File: src/pkg/ext_bus_pkg.sv
package ext_bus_pkg;
  localparam int addr_width = 24;
  localparam int data_width = 8;
  localparam logic [1:0] kind_mem_read = 2'h0;
  localparam logic [1:0] kind_mem_write = 2'h1;
  localparam logic [1:0] kind_io_read = 2'h2;
  localparam logic [1:0] kind_io_write = 2'h3;
  localparam logic [1:0] sync_reset = 2'h3;
  localparam logic [1:0] sync_reset_val = 2'h3;
  localparam int min_reset_cycles = 3;
  // cycles after an access ends before the synchronised wait shows the pin again
  localparam logic [2:0] wait_settle = 3'h4;
  typedef enum logic [4:0] {
    st_idle = 5'h01,
    st_setup = 5'h02,
    st_strobe = 5'h04,
    st_release = 5'h08,
    st_granted = 5'h10
  } state_type;
endpackage : ext_bus_pkg

File: src/logic/ext_bus_master.sv
`timescale 1ns/1ps
`default_nettype none
module ext_bus_master #(
  parameter int aw = ext_bus_pkg::addr_width,
  parameter int dw = ext_bus_pkg::data_width
) (
  input wire logic clk_in, // system clock
  input wire logic rst_in, // async reset, active high
  input wire logic req_valid_in, // access request from core
  input wire logic [1:0] req_kind_in, // ext_bus_pkg kind code
  input wire logic req_fetch_in, // memory read is an opcode fetch
  input wire logic [aw-1:0] req_addr_in, // access address
  input wire logic [dw-1:0] req_wdata_in, // write data
  output logic req_ready_out, // request was taken at the previous clock edge
  output logic done_out, // access finished pulse
  output logic [dw-1:0] rdata_out, // captured read data
  output logic [aw-1:0] addr_out, // address pins out
  output logic addr_oe_n_out, // address drive enable, low drives
  input wire logic [aw-1:0] addr_in, // address pins in
  output logic [dw-1:0] data_out, // data pins out
  output logic data_oe_n_out, // data drive enable, low drives
  input wire logic [dw-1:0] data_in, // data pins in
  output logic io_space_req_n_out, // io request pin out
  output logic mem_space_req_n_out, // memory request pin out
  output logic space_req_oe_n_out, // request pins enable, low drives
  input wire logic io_space_req_n_in, // io request pin in
  input wire logic mem_space_req_n_in, // memory request pin in
  output logic rd_n_out, // read strobe
  output logic wr_n_out, // write strobe
  output logic opcode_fetch_n_out, // fetch indicator
  output logic strobe_oe_n_out, // strobe enable, low drives
  input wire logic wait_n_in, // wait pin
  input wire logic bus_release_request_n_in, // bus request pin
  output logic bus_granted_n_out, // bus acknowledge pin
  output logic [aw-1:0] ext_addr_out // address seen while granted
);
  import ext_bus_pkg::*;
  logic wait_n;
  logic breq_n;
  pin_sync wait_sync (
    .clk_in(clk_in),
    .rst_in(rst_in),
    .pin_in(wait_n_in),
    .level_out(wait_n)
  );
  pin_sync breq_sync (
    .clk_in(clk_in),
    .rst_in(rst_in),
    .pin_in(bus_release_request_n_in),
    .level_out(breq_n)
  );
  state_type state, next_state;
  logic [1:0] kind, next_kind;
  logic [2:0] settle, next_settle;
  logic [aw-1:0] addr, next_addr;
  logic [dw-1:0] wdata, next_wdata;
  logic [dw-1:0] rdata, next_rdata;
  logic ready, next_ready;
  logic done, next_done;
  logic addr_oe_n, next_addr_oe_n;
  logic data_oe_n, next_data_oe_n;
  logic sp_oe_n, next_sp_oe_n;
  logic io_n, next_io_n;
  logic mem_n, next_mem_n;
  logic rd_n, next_rd_n;
  logic wr_n, next_wr_n;
  logic fet_n, next_fet_n;
  logic st_oe_n, next_st_oe_n;
  logic gnt_n, next_gnt_n;
  logic [aw-1:0] ext_addr, next_ext_addr;

  function automatic logic is_write(input logic [1:0] k);
    return (k == kind_mem_write) || (k == kind_io_write);
  endfunction : is_write
  function automatic logic is_io(input logic [1:0] k);
    return (k == kind_io_read) || (k == kind_io_write);
  endfunction : is_io

  always_comb begin
    next_state = state;
    next_kind = kind;
    next_settle = (settle == wait_settle) ? settle : settle + 3'h1;
    next_addr = addr;
    next_wdata = wdata;
    next_rdata = rdata;
    next_ready = 1'h0;
    next_done = 1'h0;
    next_addr_oe_n = addr_oe_n;
    next_data_oe_n = data_oe_n;
    next_sp_oe_n = sp_oe_n;
    next_io_n = io_n;
    next_mem_n = mem_n;
    next_rd_n = rd_n;
    next_wr_n = wr_n;
    next_fet_n = fet_n;
    next_st_oe_n = st_oe_n;
    next_gnt_n = gnt_n;
    next_ext_addr = ext_addr;
    case (state)
      st_idle: begin
        if (!breq_n) begin
          // release every output before acknowledging
          next_addr_oe_n = 1'h1;
          next_data_oe_n = 1'h1;
          next_sp_oe_n = 1'h1;
          next_st_oe_n = 1'h1;
          next_state = st_release;
        end else if (req_valid_in) begin
          next_ready = 1'h1;
          next_kind = req_kind_in;
          next_addr = req_addr_in;
          next_wdata = req_wdata_in;
          next_addr_oe_n = 1'h0;
          next_io_n = !is_io(req_kind_in);
          next_mem_n = is_io(req_kind_in);
          next_fet_n = !(req_fetch_in && (req_kind_in == kind_mem_read));
          next_data_oe_n = !is_write(req_kind_in);
          next_state = st_setup;
        end
      end
      st_setup: begin
        next_rd_n = is_write(kind);
        next_wr_n = !is_write(kind);
        next_state = st_strobe;
      end
      st_strobe: begin
        // outputs hold while wait is low; a wait level left high by the last
        // access is stale until the synchroniser has refreshed it
        if (wait_n && (settle == wait_settle)) begin
          if (!is_write(kind)) begin
            next_rdata = data_in;
          end
          next_done = 1'h1;
          next_settle = '0;
          next_rd_n = 1'h1;
          next_wr_n = 1'h1;
          next_io_n = 1'h1;
          next_mem_n = 1'h1;
          next_fet_n = 1'h1;
          next_data_oe_n = 1'h1;
          next_state = st_idle;
        end
      end
      st_release: begin
        next_gnt_n = 1'h0;
        next_state = st_granted;
      end
      st_granted: begin
        next_ext_addr = addr_in;
        if (breq_n) begin
          next_gnt_n = 1'h1;
          next_addr_oe_n = 1'h0;
          next_sp_oe_n = 1'h0;
          next_st_oe_n = 1'h0;
          next_state = st_idle;
        end
      end
      default: begin
        next_state = st_idle;
      end
    endcase
  end

  always_ff @(posedge clk_in or posedge rst_in) begin
    if (rst_in) begin
      state <= st_idle;
      kind <= kind_mem_read;
      settle <= wait_settle;
      addr <= '0;
      wdata <= '0;
      rdata <= '0;
      ready <= 1'h0;
      done <= 1'h0;
      addr_oe_n <= 1'h0;
      data_oe_n <= 1'h1;
      sp_oe_n <= 1'h0;
      io_n <= 1'h1;
      mem_n <= 1'h1;
      rd_n <= 1'h1;
      wr_n <= 1'h1;
      fet_n <= 1'h1;
      st_oe_n <= 1'h0;
      gnt_n <= 1'h1;
      ext_addr <= '0;
    end else begin
      state <= next_state;
      kind <= next_kind;
      settle <= next_settle;
      addr <= next_addr;
      wdata <= next_wdata;
      rdata <= next_rdata;
      ready <= next_ready;
      done <= next_done;
      addr_oe_n <= next_addr_oe_n;
      data_oe_n <= next_data_oe_n;
      sp_oe_n <= next_sp_oe_n;
      io_n <= next_io_n;
      mem_n <= next_mem_n;
      rd_n <= next_rd_n;
      wr_n <= next_wr_n;
      fet_n <= next_fet_n;
      st_oe_n <= next_st_oe_n;
      gnt_n <= next_gnt_n;
      ext_addr <= next_ext_addr;
    end
  end

  assign req_ready_out = ready;
  assign done_out = done;
  assign rdata_out = rdata;
  assign addr_out = addr;
  assign addr_oe_n_out = addr_oe_n;
  assign data_out = wdata;
  assign data_oe_n_out = data_oe_n;
  assign io_space_req_n_out = io_n;
  assign mem_space_req_n_out = mem_n;
  assign space_req_oe_n_out = sp_oe_n;
  assign rd_n_out = rd_n;
  assign wr_n_out = wr_n;
  assign opcode_fetch_n_out = fet_n;
  assign strobe_oe_n_out = st_oe_n;
  assign bus_granted_n_out = gnt_n;
  assign ext_addr_out = ext_addr;
endmodule : ext_bus_master
`default_nettype wire

File: src/logic/pin_sync.sv
`timescale 1ns/1ps
`default_nettype none
module pin_sync (
  input wire logic clk_in, // system clock
  input wire logic rst_in, // async reset
  input wire logic pin_in, // raw pin
  output logic level_out // filtered level
);
  import ext_bus_pkg::*;
  logic [2:0] stage;
  logic [2:0] next_stage;
  logic level;
  logic next_level;
  always_comb begin
    next_stage = {stage[1:0], pin_in};
    next_level = (stage[2] == stage[1]) ? stage[2] : level;
  end
  always_ff @(posedge clk_in or posedge rst_in) begin
    if (rst_in) begin
      stage <= 3'h7;
      level <= 1'h1;
    end else begin
      stage <= next_stage;
      level <= next_level;
    end
  end
  assign level_out = level;
endmodule : pin_sync
`default_nettype wire

File: config.mk
export PLATFORM = sky130hd
export DESIGN_NAME = ext_bus_master
export DESIGN_NICKNAME = d
export VERILOG_FILES = /design/src/pkg/ext_bus_pkg.sv /design/src/logic/ext_bus_master.sv /design/src/logic/pin_sync.sv
export SDC_FILE = /design/constraint.sdc
export NUM_CORES = 1
export LEC_CHECK = 0
export ABC_AREA = 0
export BUFFER_PORTS_ARGS = -buffer_cell sky130_fd_sc_hd__buf_4
export CAP_MARGIN = 5
export CORE_MARGIN = 2
export CORE_UTILIZATION = 30
export CTS_BUF_LIST = sky130_fd_sc_hd__clkbuf_4 sky130_fd_sc_hd__clkbuf_8 sky130_fd_sc_hd__clkbuf_16
export CTS_CLUSTER_SIZE = 14
export DETAILED_ROUTE_END_ITERATION = 7
export PLACE_DENSITY = 0.6
export SLEW_MARGIN = 40
export SYNTH_ARGS = -nofsm -noshare
export SYNTH_HDL_FRONTEND = slang
export SYNTH_SLANG_ARGS = --single-unit
File: constraint.sdc
create_clock -name clk_in -period 5.1 [get_ports clk_in]
set_input_delay 0.765 -clock clk_in [delete_from_list [all_inputs] [get_ports clk_in]]
set_output_delay 0.765 -clock clk_in [all_outputs]
set_load 0.005 [all_outputs]
==> summary.txt <==
die area: 13500 sq um
WL met3: 578 um
Synth async-reset ratio: 1.00
Power Internal: 2.20 mW
skew final: 0.00621 ns
IO Pins: 150
Post-synth EDFFs: 0
met2 wire length: 3.84 mm
routability cong.: 0.733
Total Routing Usage GR: 0.121
Seq/Total Area, Yosys: 0.614
crit end category: register
Starting Density: 0.304
overall routed net length: 8.06 mm
area leader, netlist: dfrtp_1
Critical Path RT: 5.32 ns
top cells by area, synth: dfrtp_1 50%, dfstp_2 12%, mux2_4 12%
Flop pwr share: 0.416
Worst Path Arrival: 2.34 ns
Distinct cells, synth: 50
Hold WS: 0.355 ns
routed length per placed instance: 14.2 um
vias in the first global route: 2492
Die Ht: 116 um
pin count of the biggest net entering global routing: 64
Peak VDD IR: 0.000218 V
Hold Buf Count CTS: 0
IO buf count: 147
Multi-input gate area: 1330 sq um
Top Layer Used: met4
Gate Count Post-Synth: 244
setup TNS after final layout: 0 ns
top cell type's share of synthesized area: 0.496
Mean Syn Cell Area: 15.5 sq um
most frequent cells in the layout: 147 x buf_4, 75 x dfrtp_1, 32 x mux2_2
post-DR vias/cell: 4.42
n_diodes: 0
# rows: 41
Setup Buffers After CTS: 0
final worst path period share: 0.414
grt ovf: 0
Clock Tree Buf Depth: 2
vias post-DR: 2502
fillers: 1191
placed cells: 550
Clk network pwr share: 0.215
layout cells sized above 1: 0.632
P_leak: 2.63 nW
Initial DRC Count: 43
Psw: 0.876 mW
PostCTS Resize Cnt: 0
max cap viols: 0
Worst-Margin Slew: 0.665 ns
initial antenna violation count: 0
Setup violations, final: 0
Post-DRT Antenna Nets: 0
CP Class: register to register
startpoint types: register
# nets final: 465
most common cell after layout, fill and taps aside: buf_4
Util after Layout: 0.427
flops & latches, synth: 92
count of pins over their slew limit: 0
Core Region: 12500 sq um
YS warnings: 0
crit-path max FO: 33
Mapped Area: 3790 sq um
DRC errors left: 0
Fmax: 0.473 GHz
H-tree Lvls: 3
final cell count without fillers: 566
CTS Sinks: 92
clk root buf: clkbuf_16
RSZ-0062 raised after global routing: false
P per Cell Area: 579 nW/um^2
Mapped Nets: 320
post-DP HPWL: 5.69 mm
fin crit period: 2.11 ns
first-pass GRT wire length: 12.3 mm
clk_lat worst skew: 0.35 ns
endpoints failing hold: 0
max_slew headroom: 0.557
Reg clk slew, reported paths: 0.06 ns
number of detailed-route iterations in the first pass: 4
Area growth, synth to finish: 40.5%
CTS tree: yes
status: finished clean
met1 WL: 3.46 mm
HP Class: register to register
combinational share of power: 0.369
Num CTS Buffers: 9
Die Wd: 116 um
Synth Flop Type: dfrtp_1
Register Area: 2320 sq um
Sw Ratio: 0.284
## per-stage QoR
step	cell area (sq um)	total power [mW]	setup WS, ns
after floorplan	3790	1.88	1.97
after global placement	5020	2.40	3.02
after detailed placement	5020	2.44	2.95
after CTS	5320	3.13	2.94
after global routing	5320	3.27	2.89
final	5320	3.08	2.99
## cell usage after synthesis (all sizes together) (2+ instances only)
cell type  instances
inv                9
clkbuf             3
mux2              65
nand4              2
nor3b              2
nor2               6
xor2               2
nand2b             2
nor3               3
nor2b              2
nand2              4
a31oi              5
dfstp             17
and3               3
buf               11
ha                 2
mux2i              3
nand3              3
maj3               2
a21oi              2
o21ai              2
or3                2
dfrtp             75
## final cells by class
class,count,share of cell area
Sequential cell,92,0.437
Multi-Input combinational cell,129,0.250
Timing Repair Buffer,148,0.209
Clock buffer,15,0.0555
Tap cell,172,0.0404
Inverter,9,0.00682
Clock inverter,1,0.000705
## cells by family (layout without fill, tap and decap cells)
group / count (synthesis) / count (layout) / synth area share
compound gates: 21 / 21 / 0.0407
buf+inv: 23 / 173 / 0.0344
simple gates: 33 / 33 / 0.0625
mux: 68 / 68 / 0.230
fa+ha+maj: 4 / 4 / 0.0119
flops: 92 / 92 / 0.614
xor+xnor: 3 / 3 / 0.00694
## worst max-delay path, cell delays in order (launching register included)
cell and delay [ns]:
dfstp_2 0.69, and4bb_1 0.28, nand3_4 0.50, mux2_4 0.50
## state kept, by name, indices dropped and copies added, names as in the netlist, 3 cells and up
signal           count
addr_out            24
breq_sync.stage      3
data_out             8
ext_addr_out        24
rdata_out            8
settle               3
state                5
wait_sync.stage      3
## power by group through the flow
stage | clock, mW | combinational, mW | sequential [mW]
after CTS | 0.685 | 1.16 | 1.28
after global placement | 0 | 1.13 | 1.27
after global routing | 0.711 | 1.23 | 1.33
after detailed placement | 0 | 1.16 | 1.29
final | 0.663 | 1.14 | 1.28
after floorplan | 0 | 0.640 | 1.24
## final timing paths
check | slack [ns] | cells after the start | start | end
worst max-delay path | 2.99 | 3 | state[0] | addr_out[15]
worst min-delay path | 0.35 | 0 | breq_sync.stage[0] | breq_sync.stage[1]
worst max register to register | 2.99 | 3 | state[0] | addr_out[15]
worst min register to register | 0.35 | 0 | breq_sync.stage[0] | breq_sync.stage[1]
max in group asynchronous | 3.78 | 3 | rst_in | ext_addr_out[10]
min in group asynchronous | 0.41 | 2 | rst_in | addr_out[22]
## routing by layer
layer  global-route usage  up-vias
met2                0.181       85
met1                0.152     1243
li1                     -     1159
met3               0.0441       15
met5                    0        -
met4               0.0667        0
(Power assumes the default switching activity.)
